`src/txim_pkg.sv`:
```
// Operation
// - Summary bits 2..0 flag pending status registers
// - Framer mask bits gate framer events, reset 0
// - Mask bit4 T1 only, bit3 E1 only
// - HDLC mask bits 3..0 gate FIFO events
// - HDLC mask bit4 enables data-link empty, T1
// - Sync mask uses bit 0 only
// - Each port copy at offset plus 200h steps
// - First pattern register, bit 7 sent first
// - Low pattern bits ignored by selected length
// - Second pattern register ignored for short lengths
// - Live FIFO flags unlatched, reset to zero
// - Bit 3 set when FIFO empty
// - Bit 2 set when FIFO full
// - Bit 1 set while below low watermark
// - Bit 0 set while a byte is free
// - Space count in bits 6..0
// - Summary flags clear when status is cleared
// - Interrupt output low while enabled status pending
// - Watermark and room events latch on rising edges
// - Framer status bits are latched event flags
package txim_pkg;

    ////////////////////////////////////////////////////////////////////////
    // Address map, local offsets within one port window
    localparam int TXIM_ADDR_W = 11;
    localparam int TXIM_OFS_W = 9;
    localparam logic [TXIM_OFS_W-1:0] TXIM_OFS_STAT_A = 9'h190;
    localparam logic [TXIM_OFS_W-1:0] TXIM_OFS_STAT_B = 9'h191;
    localparam logic [TXIM_OFS_W-1:0] TXIM_OFS_STAT_C = 9'h192;
    localparam logic [TXIM_OFS_W-1:0] TXIM_OFS_SUMMARY = 9'h19F;
    localparam logic [TXIM_OFS_W-1:0] TXIM_OFS_MASK_FRAMER = 9'h1A0;
    localparam logic [TXIM_OFS_W-1:0] TXIM_OFS_MASK_HDLC = 9'h1A1;
    localparam logic [TXIM_OFS_W-1:0] TXIM_OFS_MASK_SYNC = 9'h1A2;
    localparam logic [TXIM_OFS_W-1:0] TXIM_OFS_PAT_FIRST = 9'h1AC;
    localparam logic [TXIM_OFS_W-1:0] TXIM_OFS_PAT_SECOND = 9'h1AD;
    localparam logic [TXIM_OFS_W-1:0] TXIM_OFS_LIVE_FLAGS = 9'h1B1;
    localparam logic [TXIM_OFS_W-1:0] TXIM_OFS_SPACE = 9'h1B3;
    localparam logic [TXIM_ADDR_W-1:0] TXIM_PORT_STRIDE = 11'h200;

    ////////////////////////////////////////////////////////////////////////
    // Field positions and widths
    localparam int TXIM_FR_W = 8;
    localparam int TXIM_HD_W = 5;
    localparam int TXIM_SY_W = 1;
    localparam int TXIM_FR_ALIGN_BIT = 3;
    localparam int TXIM_FR_SLC_BIT = 4;
    localparam int TXIM_HD_DLINK_BIT = 4;
    localparam int TXIM_HD_BELOW_BIT = 1;
    localparam int TXIM_HD_ROOM_BIT = 0;
    localparam int TXIM_PAT_W = 16;
    localparam logic [4:0] TXIM_PAT_LEN_MIN = 5'h05;
    localparam logic [4:0] TXIM_PAT_LEN_MAX = 5'h10;

    ////////////////////////////////////////////////////////////////////////
    // Reset values and FIFO size
    localparam logic [7:0] TXIM_MASK_RST = 8'h00;
    localparam logic [7:0] TXIM_PAT_RST = 8'h00;
    localparam logic [7:0] TXIM_RDATA_RST = 8'h00;
    localparam int TXIM_FIFO_DEPTH = 64;

    ////////////////////////////////////////////////////////////////////////
    // Carriers
    typedef struct packed {
        logic [TXIM_ADDR_W-1:0] addr;
        logic [7:0] wdata;
        logic wr;
        logic rd;
    } txim_bus_t;

    typedef struct packed {
        logic [TXIM_FR_W-1:0] framer_ev;
        logic data_link_reg_empty;
        logic fifo_underrun_event;
        logic message_end_event;
        logic sync_loss_detect;
        logic [6:0] fifo_level;
        logic [6:0] low_mark;
        logic t1_mode;
        logic [4:0] pattern_len;
    } txim_port_in_t;

    typedef struct packed {
        logic fifo_is_empty;
        logic fifo_is_full;
        logic below_watermark_now;
        logic fifo_has_room;
    } txim_live_t;

endpackage : txim_pkg

```
`src/txim_top.sv`:
```
`timescale 1ns/1ps
`default_nettype none
module txim_top
    import txim_pkg::*;
#(
    parameter int PORTS = 4,
    parameter int DEPTH = TXIM_FIFO_DEPTH
) (
    // Clock and reset
    input wire logic i_sys_clk,
    input wire logic i_reset,
    // Register port
    input wire txim_bus_t i_bus,
    output logic [7:0] o_rdata,
    // Per-port status sources and configuration
    input wire txim_port_in_t [PORTS-1:0] i_port,
    // Interrupt and pattern outputs
    output logic o_host_interrupt_n,
    output logic [PORTS-1:0][TXIM_PAT_W-1:0] o_repeat_pattern
);

    ////////////////////////////////////////////////////////////////////////
    // Elaboration checks
    if (PORTS < 1 || PORTS > 4) begin : g_chk_ports
        $error("txim_top: PORTS must be 1..4");
    end
    if (DEPTH < 1 || DEPTH > 127) begin : g_chk_depth
        $error("txim_top: DEPTH must be 1..127");
    end

    ////////////////////////////////////////////////////////////////////////
    // State
    typedef struct packed {
        logic [PORTS-1:0][7:0] tx_int_mask_framer;
        logic [PORTS-1:0][7:0] tx_int_mask_hdlc;
        logic [PORTS-1:0][7:0] tx_int_mask_sync;
        logic [PORTS-1:0][7:0] tx_repeat_pattern_first;
        logic [PORTS-1:0][7:0] tx_repeat_pattern_second;
        logic [PORTS-1:0][TXIM_PAT_W-1:0] pattern;
        logic [7:0] rdata;
        logic irq_n;
    } txim_top_st_t;

    txim_top_st_t st;
    txim_top_st_t next_st;

    ////////////////////////////////////////////////////////////////////////
    // Functions

    // Port index from the upper address bits
    function automatic logic [1:0] txim_port_of(input logic [TXIM_ADDR_W-1:0] a);
        txim_port_of = a[TXIM_ADDR_W-1:TXIM_OFS_W];
    endfunction : txim_port_of

    // Offset within the port window
    function automatic logic [TXIM_OFS_W-1:0] txim_ofs_of(input logic [TXIM_ADDR_W-1:0] a);
        txim_ofs_of = a[TXIM_OFS_W-1:0];
    endfunction : txim_ofs_of

    // Mode dependent bits of the framer mask have no effect in the other mode
    function automatic logic [7:0] txim_eff_framer(input logic [7:0] m, input logic t1);
        logic [7:0] e;
        e = m;
        if (t1) begin
            e[TXIM_FR_ALIGN_BIT] = 1'b0;
        end else begin
            e[TXIM_FR_SLC_BIT] = 1'b0;
        end
        txim_eff_framer = e;
    endfunction : txim_eff_framer

    // Data-link empty enable counts only in T1
    function automatic logic [TXIM_HD_W-1:0] txim_eff_hdlc(input logic [7:0] m, input logic t1);
        logic [TXIM_HD_W-1:0] e;
        e = m[TXIM_HD_W-1:0];
        e[TXIM_HD_DLINK_BIT] = m[TXIM_HD_DLINK_BIT] & t1;
        txim_eff_hdlc = e;
    endfunction : txim_eff_hdlc

    // Pattern with bits beyond the selected length forced low
    function automatic logic [TXIM_PAT_W-1:0] txim_pattern(
        input logic [7:0] first,
        input logic [7:0] second,
        input logic [4:0] len
    );
        logic [4:0] l;
        logic [TXIM_PAT_W-1:0] keep;
        l = len;
        if (l < TXIM_PAT_LEN_MIN) begin
            l = TXIM_PAT_LEN_MIN;
        end
        if (l > TXIM_PAT_LEN_MAX) begin
            l = TXIM_PAT_LEN_MAX;
        end
        // Bit 15 is the first register's bit 7, the first bit sent
        keep = ~(16'hFFFF >> l);
        txim_pattern = {first, second} & keep;
    endfunction : txim_pattern

    ////////////////////////////////////////////////////////////////////////
    // Decode of the register port
    logic [1:0] acc_port;
    logic [TXIM_OFS_W-1:0] acc_ofs;
    logic acc_valid;

    // Port indices of PORTS and above answer as unmapped
    assign acc_port = txim_port_of(i_bus.addr);
    assign acc_ofs = txim_ofs_of(i_bus.addr);
    assign acc_valid = (32'(acc_port) < PORTS);

    ////////////////////////////////////////////////////////////////////////
    // Per-port latched status and FIFO flags
    logic [PORTS-1:0][TXIM_FR_W-1:0] stat_a;
    logic [PORTS-1:0][TXIM_HD_W-1:0] stat_b;
    logic [PORTS-1:0][TXIM_SY_W-1:0] stat_c;
    logic [PORTS-1:0] pend_a;
    logic [PORTS-1:0] pend_b;
    logic [PORTS-1:0] pend_c;
    txim_live_t [PORTS-1:0] live;
    logic [PORTS-1:0][6:0] space;

    for (genvar p = 0; p < PORTS; p++) begin : g_port
        logic sel;
        logic clr_a;
        logic clr_b;
        logic clr_c;
        logic below_rise;
        logic room_rise;
        logic [TXIM_HD_W-1:0] set_b;

        // Write one to clear, only for this port's window
        assign sel = i_bus.wr & acc_valid & (acc_port == 2'(p));
        assign clr_a = sel & (acc_ofs == TXIM_OFS_STAT_A);
        assign clr_b = sel & (acc_ofs == TXIM_OFS_STAT_B);
        assign clr_c = sel & (acc_ofs == TXIM_OFS_STAT_C);

        txim_fifo_flags #(
            .DEPTH(DEPTH)
        ) u_flags (
            .i_sys_clk(i_sys_clk),
            .i_reset(i_reset),
            .i_level(i_port[p].fifo_level),
            .i_low_mark(i_port[p].low_mark),
            .o_live(live[p]),
            .o_space(space[p]),
            .o_below_rise(below_rise),
            .o_room_rise(room_rise)
        );

        // Edge events of the live flags join the outside HDLC events
        assign set_b = {
            i_port[p].data_link_reg_empty,
            i_port[p].fifo_underrun_event,
            i_port[p].message_end_event,
            below_rise,
            room_rise
        };

        txim_sticky #(
            .W(TXIM_FR_W)
        ) u_stat_a (
            .i_sys_clk(i_sys_clk),
            .i_reset(i_reset),
            .i_set(i_port[p].framer_ev),
            .i_clear(clr_a ? i_bus.wdata : 8'h00),
            .i_mask(txim_eff_framer(st.tx_int_mask_framer[p], i_port[p].t1_mode)),
            .o_status(stat_a[p]),
            .o_pending(pend_a[p])
        );

        txim_sticky #(
            .W(TXIM_HD_W)
        ) u_stat_b (
            .i_sys_clk(i_sys_clk),
            .i_reset(i_reset),
            .i_set(set_b),
            .i_clear(clr_b ? i_bus.wdata[TXIM_HD_W-1:0] : 5'h00),
            .i_mask(txim_eff_hdlc(st.tx_int_mask_hdlc[p], i_port[p].t1_mode)),
            .o_status(stat_b[p]),
            .o_pending(pend_b[p])
        );

        txim_sticky #(
            .W(TXIM_SY_W)
        ) u_stat_c (
            .i_sys_clk(i_sys_clk),
            .i_reset(i_reset),
            .i_set(i_port[p].sync_loss_detect),
            .i_clear(clr_c & i_bus.wdata[0]),
            .i_mask(st.tx_int_mask_sync[p][0]),
            .o_status(stat_c[p]),
            .o_pending(pend_c[p])
        );
    end

    ////////////////////////////////////////////////////////////////////////
    // Next state: register writes, read data, pattern and interrupt
    always_comb begin
        next_st = st;

        // Register writes into the addressed port
        if (i_bus.wr && acc_valid) begin
            unique case (acc_ofs)
                TXIM_OFS_MASK_FRAMER: begin
                    next_st.tx_int_mask_framer[acc_port] = i_bus.wdata;
                end
                TXIM_OFS_MASK_HDLC: begin
                    next_st.tx_int_mask_hdlc[acc_port] = {3'h0, i_bus.wdata[4:0]};
                end
                TXIM_OFS_MASK_SYNC: begin
                    next_st.tx_int_mask_sync[acc_port] = {7'h00, i_bus.wdata[0]};
                end
                TXIM_OFS_PAT_FIRST: begin
                    next_st.tx_repeat_pattern_first[acc_port] = i_bus.wdata;
                end
                TXIM_OFS_PAT_SECOND: begin
                    next_st.tx_repeat_pattern_second[acc_port] = i_bus.wdata;
                end
                default: begin
                end
            endcase
        end

        // Read data stand only in the cycle after the strobe
        next_st.rdata = TXIM_RDATA_RST;
        if (i_bus.rd && acc_valid) begin
            unique case (acc_ofs)
                TXIM_OFS_STAT_A: begin
                    next_st.rdata = stat_a[acc_port];
                end
                TXIM_OFS_STAT_B: begin
                    next_st.rdata = {3'h0, stat_b[acc_port]};
                end
                TXIM_OFS_STAT_C: begin
                    next_st.rdata = {7'h00, stat_c[acc_port]};
                end
                TXIM_OFS_SUMMARY: begin
                    next_st.rdata = {5'h00, pend_c[acc_port], pend_b[acc_port],
                        pend_a[acc_port]};
                end
                TXIM_OFS_MASK_FRAMER: begin
                    next_st.rdata = st.tx_int_mask_framer[acc_port];
                end
                TXIM_OFS_MASK_HDLC: begin
                    next_st.rdata = st.tx_int_mask_hdlc[acc_port];
                end
                TXIM_OFS_MASK_SYNC: begin
                    next_st.rdata = st.tx_int_mask_sync[acc_port];
                end
                TXIM_OFS_PAT_FIRST: begin
                    next_st.rdata = st.tx_repeat_pattern_first[acc_port];
                end
                TXIM_OFS_PAT_SECOND: begin
                    next_st.rdata = st.tx_repeat_pattern_second[acc_port];
                end
                TXIM_OFS_LIVE_FLAGS: begin
                    next_st.rdata = {4'h0, live[acc_port]};
                end
                TXIM_OFS_SPACE: begin
                    next_st.rdata = {1'b0, space[acc_port]};
                end
                default: begin
                    next_st.rdata = TXIM_RDATA_RST;
                end
            endcase
        end

        // Pattern handed to the code generator, short lengths masked
        for (int p = 0; p < PORTS; p++) begin
            next_st.pattern[p] = txim_pattern(st.tx_repeat_pattern_first[p],
                st.tx_repeat_pattern_second[p], i_port[p].pattern_len);
        end

        // One registered stage keeps the pin glitch free
        next_st.irq_n = ~(|pend_a | |pend_b | |pend_c);
    end

    ////////////////////////////////////////////////////////////////////////
    // State register
    always_ff @(posedge i_sys_clk or posedge i_reset) begin
        if (i_reset) begin
            st <= '0;
            st.tx_int_mask_framer <= {PORTS{TXIM_MASK_RST}};
            st.tx_int_mask_hdlc <= {PORTS{TXIM_MASK_RST}};
            st.tx_int_mask_sync <= {PORTS{TXIM_MASK_RST}};
            st.tx_repeat_pattern_first <= {PORTS{TXIM_PAT_RST}};
            st.tx_repeat_pattern_second <= {PORTS{TXIM_PAT_RST}};
            st.rdata <= TXIM_RDATA_RST;
            st.irq_n <= 1'b1;
        end else begin
            st <= next_st;
        end
    end

    ////////////////////////////////////////////////////////////////////////
    // Outputs
    assign o_rdata = st.rdata;
    assign o_host_interrupt_n = st.irq_n;
    assign o_repeat_pattern = st.pattern;

endmodule : txim_top
`default_nettype wire

```
`src/txim_sticky.sv`:
```
`timescale 1ns/1ps
`default_nettype none
module txim_sticky
    import txim_pkg::*;
#(
    parameter int W = 8
) (
    // Clock and reset
    input wire logic i_sys_clk,
    input wire logic i_reset,
    // Events, clears and mask
    input wire logic [W-1:0] i_set,
    input wire logic [W-1:0] i_clear,
    input wire logic [W-1:0] i_mask,
    // Status
    output logic [W-1:0] o_status,
    output logic o_pending
);

    if (W < 1 || W > 8) begin : g_chk
        $error("txim_sticky: W must be 1..8");
    end

    typedef struct packed {
        logic [W-1:0] status;
    } txim_sticky_st_t;

    txim_sticky_st_t st;
    txim_sticky_st_t next_st;

    // Set beats clear so an event in the clearing cycle survives
    always_comb begin
        next_st = st;
        next_st.status = (st.status & ~i_clear) | i_set;
    end

    always_ff @(posedge i_sys_clk or posedge i_reset) begin
        if (i_reset) begin
            st <= '0;
        end else begin
            st <= next_st;
        end
    end

    // Pending drops as soon as software clears the bits
    assign o_status = st.status;
    assign o_pending = |(st.status & i_mask);

endmodule : txim_sticky
`default_nettype wire

```
`src/txim_fifo_flags.sv`:
```
`timescale 1ns/1ps
`default_nettype none
module txim_fifo_flags
    import txim_pkg::*;
#(
    parameter int DEPTH = TXIM_FIFO_DEPTH
) (
    // Clock and reset
    input wire logic i_sys_clk,
    input wire logic i_reset,
    // FIFO fill level and threshold
    input wire logic [6:0] i_level,
    input wire logic [6:0] i_low_mark,
    // Live flags, free space and edge pulses
    output txim_live_t o_live,
    output logic [6:0] o_space,
    output logic o_below_rise,
    output logic o_room_rise
);

    if (DEPTH < 1 || DEPTH > 127) begin : g_chk
        $error("txim_fifo_flags: DEPTH must be 1..127");
    end

    localparam logic [6:0] DEPTH_C = 7'(DEPTH);

    typedef struct packed {
        txim_live_t live;
        txim_live_t live_prev;
        logic [6:0] space;
        logic [1:0] armed;
    } txim_flags_st_t;

    txim_flags_st_t st;
    txim_flags_st_t next_st;

    // Flags follow the level each cycle, nothing is held
    always_comb begin
        logic [6:0] lvl;
        lvl = (i_level > DEPTH_C) ? DEPTH_C : i_level;
        next_st = st;
        next_st.live_prev = st.live;
        next_st.live.fifo_is_empty = (lvl == 7'h00);
        next_st.live.fifo_is_full = (lvl == DEPTH_C);
        next_st.live.below_watermark_now = (lvl < i_low_mark);
        next_st.live.fifo_has_room = (lvl != DEPTH_C);
        next_st.space = DEPTH_C - lvl;
        // Two edges pass before edges count, so the reset-to-idle step is no event
        next_st.armed = {st.armed[0], 1'b1};
    end

    always_ff @(posedge i_sys_clk or posedge i_reset) begin
        if (i_reset) begin
            st <= '0;
        end else begin
            st <= next_st;
        end
    end

    assign o_live = st.live;
    assign o_space = st.space;
    // Rising edges of the watermark and room conditions feed the latched events
    assign o_below_rise = st.live.below_watermark_now & ~st.live_prev.below_watermark_now
        & st.armed[1];
    assign o_room_rise = st.live.fifo_has_room & ~st.live_prev.fifo_has_room
        & st.armed[1];

endmodule : txim_fifo_flags
`default_nettype wire

```
`config.mk`:
```
export PLATFORM = sky130hd
export DESIGN_NAME = txim_top
export DESIGN_NICKNAME = d
export VERILOG_FILES = /design/src/txim_pkg.sv /design/src/txim_top.sv /design/src/txim_sticky.sv /design/src/txim_fifo_flags.sv
export SDC_FILE = /design/constraint.sdc
export NUM_CORES = 1
export LEC_CHECK = 0
export BUFFER_PORTS_ARGS = -buffer_cell sky130_fd_sc_hd__buf_2
export CAP_MARGIN = 25
export CORE_AREA = 3 3 362 185
export DETAILED_ROUTE_END_ITERATION = 8
export DIE_AREA = 0 0 365 188
export MAX_ROUTING_LAYER = met4
export PLACE_DENSITY = 0.43
export SLEW_MARGIN = 20
export SYNTH_ARGS = -nofsm -noshare
export SYNTH_HDL_FRONTEND = slang
export SYNTH_HIERARCHICAL = 1
export SYNTH_SLANG_ARGS = --single-unit
```
`constraint.sdc`:
```
create_clock -name i_sys_clk -period 7.5 [get_ports i_sys_clk]
set_input_delay 0.375 -clock i_sys_clk [delete_from_list [all_inputs] [get_ports i_sys_clk]]
set_output_delay 0.375 -clock i_sys_clk [all_outputs]
set_load 0.005 [all_outputs]
```
**After elaboration in Yosys (flattened, before gate mapping)**

Cells that the tools add are included.

- Output and inout port bits: 73
- Bits of input ports: 151
- Register bits: 349
- Logic and storage cells: 310

- Bitwise gates (word level): 107
- Eq/ne operators: 22
- Magnitude comparators: 18
- Reductions and logical operators: 22
- $add $sub $neg: 4
- Shift operators: 4
- Multiplexer cells: 63

Operators by type and width:

| kind | number |
|---|---|
| 32-bit bitwise mux | 5 |
| 9-bit == test (second input constant) | 11 |
| 8-bit binary-select mux with 2-bit select | 6 |
| 8-bit 2-to-1 mux | 12 |
| 8-bit one-hot mux with 11 select lines | 1 |
| 5-bit 2-to-1 mux | 13 |
| 16-bit bitwise AND | 4 |
| 8-bit bitwise AND | 8 |
| 16-bit inverter | 4 |
| 16-bit by 5-bit right shift with 16-bit output (first input constant) | 4 |
| 1-bit bitwise AND | 48 |
| 5-bit bitwise AND | 8 |
| 7-bit 2-to-1 mux | 5 |
| 8-bit inverter | 4 |
| 8-bit bitwise OR | 4 |
| 32-bit OR reduction | 1 |
| 8-bit OR reduction | 4 |
| 7-bit == test (second input constant) | 4 |
| 7-bit > comparator (second input constant) | 4 |
| 7-bit zero test | 4 |
| 7-bit < comparator | 4 |
| 7-bit inequality test (second input constant) | 4 |
| 7-bit subtractor (first input constant) | 4 |
| 5-bit > comparator (second input constant) | 4 |
| 22 further kinds | 70 |

**Depth between registers and ports, before layout**

Gate-level depths: netlist (run 1).

- Word-level depth: 7
- Mapped depth: 9
- Depth with buffers taken out: 8

**Cells and area by module**

Netlist (run 1), hierarchy kept.

By module, submodules not included:

| module | sequential area each (µm²) | area each (µm²) | times used | cells each |
|---|---|---|---|---|
| txim_top | 4830.9 | 10401.2 | 1 | 823 |
| txim_fifo_flags | 375.4 | 807.0 | 4 | 77 |
| txim_sticky (g_port[0].u_stat_a ...) | 200.2 | 331.6 | 4 | 30 |
| txim_sticky (g_port[0].u_stat_b ...) | 125.1 | 206.4 | 4 | 19 |
| txim_sticky (g_port[0].u_stat_c ...) | 25.0 | 46.3 | 4 | 5 |

**Least setup slack after synthesis (run 1)**

Ideal clock, no wire load.

- Kind: in2reg
- From: input port i_bus[19] (netlist bit)
- To: register g_port[0].u_stat_a.st, in the netlist g_port[0].u_stat_a/o_status[2]
- Library setup time: 0.119 ns
- Arrival time: 1.891 ns
- Path slack: 5.490 ns
- Buffers on the path: 4
- Stages: 8
- Required time: 7.381 ns
- Path through: buf_2 -> buf_6 -> buf_6 -> nor3b_2 -> clkbuf_1 -> and3_1 -> inv_1 -> a21o_2

RTL lines:

| what | line | RTL |
|---|---|---|
| start, declared | txim_top.sv:13 | `input wire txim_bus_t i_bus,` |
| end signal, assigned | txim_sticky.sv:41 | `st <= next_st;` |
| end, declared | txim_sticky.sv:28 | `txim_sticky_st_t st;` |

**Worst setup path in the final report (run 1)**

- From: input port i_bus[19] (netlist bit)
- To: register st[179] (netlist bit)

- Cells in the longest elaborated chain, start to end: 5
- Elaborated cells between the ends (all ways): 6
- Classes of those cells: order compare: 2; mux: 3; reduce/logical: 1

RTL lines:

| what | line | RTL |
|---|---|---|
| 2-bit by 3-bit < comparator with 1-bit output (implied by the code) or 2-bit by 1-bit greater-or-equal comparator with 1-bit output (tied branches) | txim_top.sv:208 | `next_st.tx_int_mask_hdlc[acc_port] = {3'h0, i_bus.wdata[4:0]};` |
| 1-bit logical AND (implied by the code) | txim_top.sv:208 |  |
| 8-bit 2-to-1 mux (implied by the code) | txim_top.sv:208 |  |
| 8-bit demux with 2-bit select * | txim_top.sv:208 |  |
| 32-bit bitwise mux * | txim_top.sv:208 |  |
| end signal, assigned | txim_top.sv:291 | `st <= next_st;` |
| end, declared | txim_top.sv:44 | `txim_top_st_t st;` |

Mark *: on every way between the ends. The rest lies on a longest branch, timed or not.
A chain may end at the register's enable or synchronous reset.

==> impl_metrics.yaml, run 1 <==
status:
  status: "finished clean"
timing:
  fin_worst_skew_ps: 19.1
  worst_hold_slack_ps: 22.1
  worst_pin_slew_ps: 1080
  period_share_pct: 38.1
  setup_viol: 0
  fin_crit_ps: 2850
  setup_tns_ps: 0
  finalHoldViolations: 0
  slew_headroom_pct: 27.6
  max_clock_freq_ghz: 0.350
  slew_violations: 0
  fin_ws_ps: 4650
  rsz0062_at_grt: "false"
worst_setup_path:
  r2r_end: "o_rdata[0]"
  setup.worst_path.class: "input pin to flip-flop"
  cp-end-kind: "flip-flop"
  r2r_cells: 8
  start_kind: "input pin"
  worstPathArrival_ps: 3280
  r2r_slack_ps: 5230
  crit_required_ps: 7920
  worstReg2RegStart: "st[229]"
  critPathMaxFanout: 36
global_routing:
  grt.total_usage_pct: 15.8
  grt_pass1_wl_um: 76900
  grt_max_degree: 119
  grt_pass1_vias: 10800
  antenna_found_initial: 9
  grt-ovfl-total: 0
synthesis:
  synth_area_leader_cell: "dfrtp_1"
  ys_async_sr_fraction_pct: 100
  synth_top_area_share_pct: 48.3
  ys_top_cells_by_area: "dfrtp_1 (48%), mux4_2 (7.9%), mux2_2 (7.1%)"
  yosys_register_bits: 309
  synth_cell_types: 71
  syn_nets: 1526
  synth.avg_cell_area_sq_um: 11.9
  yosysWarnings: 6
  ys.flop_type: "dfrtp_1"
  synth_edf_count: 0
  yosysSeqAreaShare_pct: 48.4
  syn_area_sq_mm: 0.0160
  netlist_instances: 1347
pwr:
  p_leak_uw: 0.00874
  p_per_area_mw_per_mm2: 208
  ir_worst_vdd_mv: 0.120
placed_design:
  dp_slack_ps: 4140
  io_buffers: 223
  dp_hpwl_um: 40700
  gp_congestion: 0.856
route:
  wl_um: 52600
  viasPerCell: 4.66
  drt-wirelength-per-cell_um: 23.0
  ant_nets: 0
  drtIter0Drc: 884
  drc: 0
  vias: 10700
  drtPass1Iterations: 5
layout:
  final_common_cell: "dfrtp_1"
  drive_gt1_share_pct: 34.6
  layout_common_cells: "dfrtp_1 (308), buf_2 (222), inv_1 (112), mux2_2 (101), a21o_1 (64)"
  regArea_sq_mm: 0.00773
  syn2layout_area_growth_pct: 13.7
  n_fill_cell: 6655
  multi_input_area_sq_mm: 0.00652
  fin_nets: 1593
clock_network:
  cts.sinks: 309
  cts.repair.resized: 0
  clock_path_buffers: 3
  cts_setup_buffers: 0
  cts_tree: "built"
  clk_pin_slew_ps: 60
  clkLatencyLatePin_ps: 540
  cts-root-buf: "clkbuf_16"
  cts_hold_buf: 7
  htreeDepth: 2
  cts_buffers: 34
floorplan:
  dieArea_sq_mm: 0.0686
  io_pins: 224
  initial_core_util_pct: 24.8
  die_w_um: 365
  die_h_um: 188
  rows: 66
  coreArea_sq_mm: 0.0643
run:
  cap_violations: 0
min_path:
  holdPathStages: 2
  min_from: "i_port[85]"
  hold_class: "input pin to flip-flop"
  min_to: "g_port[2].u_stat_b/o_status[2]"
[cell usage after synthesis, drive strengths merged, types with 3 or more instances]
cell type  instances
clkbuf            66
nor2              43
a22o               3
a222oi             4
xor2               8
buf              140
a21o              68
nand4              9
a21oi             21
and2              16
a22oi             32
inv              114
nor4               5
and3              61
and3b              6
ha                28
mux2             121
nor3b              3
conb               4
xnor2              9
o31a               4
a2111oi            4
nor2b             33
dfrtp            308
and2b              8
nand2b             9
o211a              4
a41oi              5
mux4              56
mux2i              7
nand2             56
a21boi             8
o2111ai            4
nand3             13
o21a              21
nor3               8
or3                6
a31oi             12
[worst max-delay path: stages]
cell     delay (ps)
buf_4           520
buf_4           600
nand2_1         150
nor2_2          840
nand2_1         360
mux2_2          370
[worst max-delay path by stage]
stage | slack (ps) | startpoint | endpoint
after floorplan | 1870 | i_reset | o_rdata[0]
after global placement | 4210 | i_bus[19] | st[181]
after detailed placement | 4140 | i_bus[19] | st[177]
after CTS | 4700 | i_bus[19] | st[179]
after global routing | 4400 | i_bus[19] | st[177]
final | 4650 | i_bus[19] | st[179]
[through the flow]
step	instance area (sq um)	cells	utilization, %	power [uW]
2_1_floorplan	16000	1347	-	1950
3_3_place_gp	16900	2219	26.3	2060
3_5_place_dp	16900	2220	26.3	2060
4_1_cts	18100	2286	28.2	3840
5_1_grt	18200	2288	28.2	3950
6_report	18200	2289	28.2	3780
[final cells by class]
type / instances / share of cell area, %
diodes: 2 / 0.0276
multi-input cells: 718 / 35.9
flip-flops and latches: 309 / 42.6
inverters: 114 / 2.40
repair buffers: 237 / 6.97
well taps: 850 / 5.86
clock buffers: 43 / 5.27
clock inverters: 16 / 0.965
[per-layer routing]
metal / GRT usage [%] / part of all wire (%)
met1: 26.0 / 54
met2: 18.9 / 37
met3: 3.84 / 8.2
met4: 2.19 / 1.1
met5: - / 0
[flip-flops by register name, summed over array words and instances (netlist names), 8 cells and up]
signal,flops
g_port.u_stat_b/o_status,20
g_port.u_flags/o_space,28
st,120
g_port.u_stat_a/o_status,32
o_rdata,8
g_port.u_flags/st,12
o_repeat_pattern,64
g_port.u_flags/o_live,16
[report_power, final]
group	switching [uW]	total, uW	leakage [uW]	internal (uW)
clock network	737	1750	0.000559	1010
logic	189	304	0.00428	115
registers	27.6	1730	0.00390	1700
[cell families (layout without fill, tap and decap cells)]
group	after synthesis	count (layout)	share of synthesized area, %
AOI/OAI and AO/OA	198	198	9.47
other	4	6	0.0940
buffers and inverters	320	410	10.8
adders and majority gates	28	28	2.19
and+or+nand+nor	287	287	11.0
xor gates and xnor gates	17	17	0.933
DFF	309	309	48.4
muxes	184	184	17.2
Note: power is estimated with default switching activity, not from simulation.
==> inputs of run 2 (changes only) <==
==> constraint.sdc (replaced) <==
create_clock -name i_sys_clk -period 3 [get_ports i_sys_clk]
set_input_delay 0.15 -clock i_sys_clk [delete_from_list [all_inputs] [get_ports i_sys_clk]]
set_output_delay 0.15 -clock i_sys_clk [all_outputs]
set_load 0.005 [all_outputs]
==> run 2 against run 1 <==
Effect of this change:
- power grew to 2.5 times the previous value
- sequential share of layout area decreased by 2.7 points
- critical path depth up 2
- first-iteration DRC count is 2.8% higher
- non-clock buffer count up 127
- cell area rose by 6.8%
- clock power rose by 150%
- critical endpoint is now o_rdata[0]
- largest cell class unchanged
- largest power group unchanged
- highest routed layer unchanged
==> impl_metrics.yaml, run 2 (same netlist as run 1, synthesis figures left out) <==
placed_design:
  dp_hpwl_um: 41100
  gp_congestion: 0.853
  io_buffers: 223
  dp_slack_ps: 613
  post-place-cells: 2231
route:
  drc: 0
  wl_um: 54300
  drtPass1Iterations: 5
  viasPerCell: 4.63
  drt-wirelength-per-cell_um: 22.5
  ant_nets: 0
  vias: 11200
  drtIter0Drc: 909
global_routing:
  grt-ovfl-total: 0
  antenna_found_initial: 2
  grt_pass1_wl_um: 78800
  grt.total_usage_pct: 16.1
  grt_max_degree: 113
  grt_pass1_vias: 11100
timing:
  fin_crit_ps: 2240
  max_clock_freq_ghz: 0.446
  slew_headroom_pct: 35.1
  rsz0062_at_grt: "false"
  setup_viol: 0
  setup_tns_ps: 0
  slew_violations: 0
  fin_worst_skew_ps: 15.1
  finalHoldViolations: 0
  fin_ws_ps: 759
  period_share_pct: 74.7
  worst_pin_slew_ps: 974
floorplan:
  io_pins: 224
  die_w_um: 365
  die_h_um: 188
  initial_core_util_pct: 24.8
  dieArea_sq_mm: 0.0686
  rows: 66
  coreArea_sq_mm: 0.0643
clock_network:
  cts-root-buf: "clkbuf_16"
  cts.repair.resized: 0
  htreeDepth: 1
  cts_buffers: 31
  clk_pin_slew_ps: 70
  clkLatencyLatePin_ps: 590
  cts_hold_buf: 124
  cts_setup_buffers: 0
  cts_tree: "built"
  clock_path_buffers: 3
  cts.sinks: 309
min_path:
  holdPathStages: 5
  min_from: "i_port[76]"
  min_to: "g_port[2].u_flags/o_live[1]"
  hold_class: "input pin to flip-flop"
worst_setup_path:
  crit_chain: "and2_1 -> a22oi_1 -> nand4_1 -> mux4_2 -> nand4_1 -> a21oi_1 -> a211oi_1 -> a31oi_1"
  setup.worst_path.class: "flip-flop to flip-flop"
  crit_required_ps: 3420
  cp_slowest_cell: "mux4_2"
  cp-end-kind: "flip-flop"
  worstPathArrival_ps: 2660
  r2r_end: "o_rdata[0]"
  r2r_slack_ps: 760
  start_kind: "flip-flop"
  worstReg2RegStart: "st[221]"
  critPathMaxStageDelay_ps: 550
  critPathMaxFanout: 3
  critPathMostFrequentCell: "nand4_1"
  r2r_cells: 8
layout:
  n_fill_cell: 6547
  fin_util_pct: 30.1
  final_common_cell: "dfrtp_1"
  top_register: "st"
  multi_input_area_sq_mm: 0.00652
  layout_common_cells: "dfrtp_1 (308), buf_2 (222), dlygate4sd3_1 (124), inv_1 (112), mux2_2 (101)"
  regArea_sq_mm: 0.00773
  finalNonFillerCells: 2414
  syn2layout_area_growth_pct: 21.4
  largest_reg_flops: 120
  fin_nets: 1717
  drive_gt1_share_pct: 32.2
pwr:
  p_leak_uw: 0.00927
  p_per_area_mw_per_mm2: 493
  ir_worst_vdd_mv: 0.409
run:
  cap_violations: 0
status:
  status: "finished clean"
-- run 2: cell types whose count changed in the layout (fill, tap and decap cells not counted), moves of 2 or more --
| cell | change |
|---|---|
| clkinv_2 | -2 |
| inv_6 | -2 |
| clkbuf_16 | -4 |
| buf_4 | +9 |
| clkbuf_1 | +2 |
| bufinv_16 | +3 |
| dlygate4sd3_1 | +117 |
| buf_12 | +3 |
-- run 2: report_power, final --
group	switching, uW	internal [uW]	total (uW)
Clock	1790	2540	4340
Sequential	68.6	4250	4320
Combinational	499	392	891
Total	2360	7190	9550
-- run 2: per-layer routing --
metal  track usage [%]  wire length (um)  up-vias
li1                  -                 -     4967
met5                 -                 0        -
met2              19.4             19900      370
met4              2.08               719        0
met3              3.47              3890       50
met1              26.7             29800     5781
-- run 2: metrics by stage --
step                      total power [uW]  instance area [sq um]  hold slack (ps)
after floorplan                       4880                  16000             -121
after global placement                5160                  17000              259
after detailed placement              5170                  17000              268
after CTS                             9680                  19400             3.86
after global routing                  9940                  19400             20.5
final                                 9550                  19400             16.1
-- run 2: worst max-delay path by stage --
stage,depth (start not counted),startpoint,to
after floorplan,1,i_reset,o_rdata[0]
after global placement,6,i_bus[19],o_rdata[3]
after detailed placement,7,i_bus[19],o_rdata[0]
after CTS,8,st[229],o_rdata[0]
after global routing,8,st[221],o_rdata[0]
final,8,st[221],o_rdata[0]
-- run 2: layout make-up --
cell class | count | area share [%]
Sequential cell | 309 | 39.9
Multi-Input combinational cell | 718 | 33.6
Timing Repair Buffer | 364 | 13.0
Tap cell | 850 | 5.49
Clock buffer | 41 | 4.45
Inverter | 114 | 2.23
Clock inverter | 16 | 1.27
Antenna cell | 2 | 0.0258
-- run 2: worst max-delay path, delay by kind of cell (launching register included) --
family / cells / cell delay [ps]
compound gates: 4 / 640
mux: 1 / 550
simple gates: 3 / 460
flops: 1 / 420
==> inputs of run 3 (changes only) <==
--- a/config.mk
+++ b/config.mk
@@ -5,13 +5,14 @@
 export SDC_FILE = /design/constraint.sdc
 export NUM_CORES = 1
 export LEC_CHECK = 0
+export ABC_AREA = 1
 export BUFFER_PORTS_ARGS = -buffer_cell sky130_fd_sc_hd__buf_2
 export CAP_MARGIN = 25
-export CORE_AREA = 3 3 362 185
+export CORE_AREA = 3 3 366 187
 export DETAILED_ROUTE_END_ITERATION = 8
-export DIE_AREA = 0 0 365 188
+export DIE_AREA = 0 0 369 190
 export MAX_ROUTING_LAYER = met4
-export PLACE_DENSITY = 0.43
+export PLACE_DENSITY = 0.44
 export SLEW_MARGIN = 20
 export SYNTH_ARGS = -nofsm -noshare
 export SYNTH_HDL_FRONTEND = slang
==> constraint.sdc (replaced) <==
create_clock -name i_sys_clk -period 2 [get_ports i_sys_clk]
set_input_delay 0.1 -clock i_sys_clk [delete_from_list [all_inputs] [get_ports i_sys_clk]]
set_output_delay 0.1 -clock i_sys_clk [all_outputs]
set_load 0.005 [all_outputs]
==> run 3 against run 2 <==
Effect of this change:
- worst setup slack lost 590 ps
- die area up 2.2%
- highest routed layer unchanged
- clock power increased by 53%
- largest cell class unchanged
- hold slack better by 19 ps
- clock skew is 1.1 ps lower
- via count is 20% higher
- critical path type is now input pin to flip-flop
- cell area increased by 2.9%
- sequential cell count unchanged
- critical endpoint is now g_port[3].u_flags/o_space[6]
- wire length hardly changed
==> impl_metrics.yaml, run 3 <==
pwr:
  ir_worst_vdd_mv: 0.455
  p_seq_share_pct: 44.5
  combPwrFrac_pct: 10.0
  power_frac_clock_pct: 45.5
  intPower_uw: 10900
  p_per_area_mw_per_mm2: 730
  p_switching_uw: 3640
  p_leak_uw: 0.0108
  swShare_pct: 25.0
timing:
  period_share_pct: 91.5
  finalHoldViolations: 0
  rsz0062_at_grt: "false"
  setup_viol: 0
  fin_crit_ps: 1830
  max_clock_freq_ghz: 0.546
  worst_hold_slack_ps: 35.1
  slew_violations: 0
  fin_worst_skew_ps: 14.0
  slew_headroom_pct: 60.7
  worst_pin_slew_ps: 590
worst_setup_path:
  cp_slowest_cell: "dlygate4sd3_1"
  worstPathArrival_ps: 2290
  worstReg2RegStart: "st[204]"
  cp-end-kind: "flip-flop"
  start_kind: "input pin"
  critPathMaxFanout: 4
  crit_required_ps: 2460
  crit_chain: "dlygate4sd3_1 -> buf_2 -> nor2_2 -> nand3_2 -> nand2_1 -> nand2_2 -> ha_1 -> nand2_2 -> nand2_1 -> o21ai_2 -> dlygate4sd3_1"
  r2r_slack_ps: 370
  critPathMaxStageDelay_ps: 570
  setup.worst_path.class: "input pin to flip-flop"
  r2r_cells: 8
  r2r_end: "o_host_interrupt_n"
synthesis:
  ys_async_sr_fraction_pct: 100
  yosysSeqAreaShare_pct: 47.3
  syn_nets: 2259
  synth.most_common_cell: "nand2_1"
  synth_cell_types: 49
  synth.avg_cell_area_sq_um: 7.86
  ys.flop_type: "dfrtp_1"
  synth_top_area_share_pct: 47.1
  synthTopCellsByCount: "nand2_1 (690), dfrtp_1 (308), inv_1 (213), nor2_1 (199), buf_4 (121)"
  netlist_instances: 2080
  synth_area_leader_cell: "dfrtp_1"
  yosys_register_bits: 309
  synth_edf_count: 0
  yosysWarnings: 6
  syn_area_sq_mm: 0.0163
  ys_top_cells_by_area: "dfrtp_1 (47%), nand2_1 (16%), buf_4 (5.6%)"
clock_network:
  clock_path_buffers: 3
  clkLatencyLatePin_ps: 530
  cts.sinks: 309
  cts_setup_buffers: 0
  htreeDepth: 2
  cts-root-buf: "clkbuf_16"
  cts_buffers: 35
  cts_tree: "built"
  clk_pin_slew_ps: 60
min_path:
  min_from: "i_port[12]"
  hold_class: "input pin to flip-flop"
  min_to: "g_port[0].u_flags/o_live[1]"
  holdPathStages: 6
layout:
  fin_nets: 2473
  n_fill_cell: 7099
  largest_reg_flops: 120
  drive_gt1_share_pct: 18.1
  regArea_sq_mm: 0.00773
  syn2layout_area_growth_pct: 22.0
  multi_input_area_sq_mm: 0.00644
  top_register: "st"
  fin_util_pct: 30.6
  final_common_cell: "nand2_1"
  layout_common_cells: "nand2_1 (690), dfrtp_1 (308), buf_2 (223), inv_1 (212), nor2_1 (199)"
route:
  drtIter0Drc: 960
  wl_um: 54400
  vias: 13400
  ant_nets: 0
  drt-wirelength-per-cell_um: 17.0
  drtPass1Iterations: 5
  viasPerCell: 4.19
  drc: 0
placed_design:
  gp_congestion: 0.847
  dp_hpwl_um: 40800
  io_buffers: 223
run:
  cap_violations: 0
global_routing:
  grt_max_degree: 54
  grt_pass1_vias: 13600
  grt_pass1_wl_um: 82700
  antenna_found_initial: 1
  grt-ovfl-total: 0
  grt.total_usage_pct: 15.9
floorplan:
  rows: 66
  initial_core_util_pct: 25.1
  coreArea_sq_mm: 0.0651
  die_h_um: 190
  dieArea_sq_mm: 0.0701
  io_pins: 224
  die_w_um: 369
status:
  status: "finished clean"
-- run 3: cell type report --
type | count | area share (%)
diodes | 1 | 0.0125
clock buffers | 47 | 5.08
clock inverters | 13 | 0.803
inverters | 232 | 4.43
multi-input cells | 1350 | 32.3
flip-flops and latches | 309 | 38.8
well taps | 884 | 5.55
repair buffers | 366 | 13.0
-- run 3: power groups by stage --
stage	sequential (uW)	combinational (uW)	clock [uW]
after global placement	6590	1300	0
after detailed placement	6590	1300	0
final	6470	1460	6630
after CTS	6470	1480	6830
after global routing	6480	1640	7110
after floorplan	6550	850	0
-- run 3: critical path: cells and delay by family --
family	cells	cell delay [ps]
compound gates	1	50
fa+ha+maj	1	260
simple gates	6	630
buf+inv	3	1260
-- run 3: how the worst max path moves through the flow --
stage               cells after the start  slack [ps]                      endpoint   startpoint
CTS                                    11         180  g_port[3].u_flags/o_space[6]  i_port[113]
global route                           10          40          o_repeat_pattern[53]  i_port[100]
detailed placement                     11          40                    o_rdata[2]    i_bus[19]
floorplan                               1        -590                    o_rdata[0]      i_reset
finish                                 11         170  g_port[3].u_flags/o_space[6]  i_port[113]
global placement                       11          30                    o_rdata[2]    i_bus[19]
-- run 3: cells by family after synthesis --
kind of cell    share of synthesized area (%)
compound gates                           9.64
xor+xnor                                0.643
fa+ha+maj                                2.14
buf+inv                                  13.3
flops                                    47.3
other cells                            0.0918
simple gates                             26.9
-- run 3: metal layers --
layer	up-vias	global-route usage, %	part of all wire, %
met4	0	3.17	1.6
met5	-	-	0
met1	6325	20.4	46
met2	277	26.9	48
li1	6762	-	-
met3	61	2.23	4.3
-- run 3: metrics by stage --
| step | TNS (ps) | setup WS, ps | cells | cell area, sq um | total power [uW] |
|---|---|---|---|---|---|
| global placement | 0 | 27.2 | 3029 | 17600 | 7890 |
| finish | 0 | 170 | 3202 | 19900 | 14600 |
| detailed placement | 0 | 38.7 | 3029 | 17600 | 7890 |
| floorplan | -113200 | -590 | 2080 | 16400 | 7400 |
| global route | 0 | 39.3 | 3202 | 19900 | 15200 |
| CTS | 0 | 177 | 3200 | 19900 | 14800 |
-- run 3: what timing repair did --
item / in CTS / in global routing
hold endpoints to repair: 257 / 0
setup endpoints to repair: 0 / 0
gates resized for setup: 0 / 0
hold buffers: 111 / 0
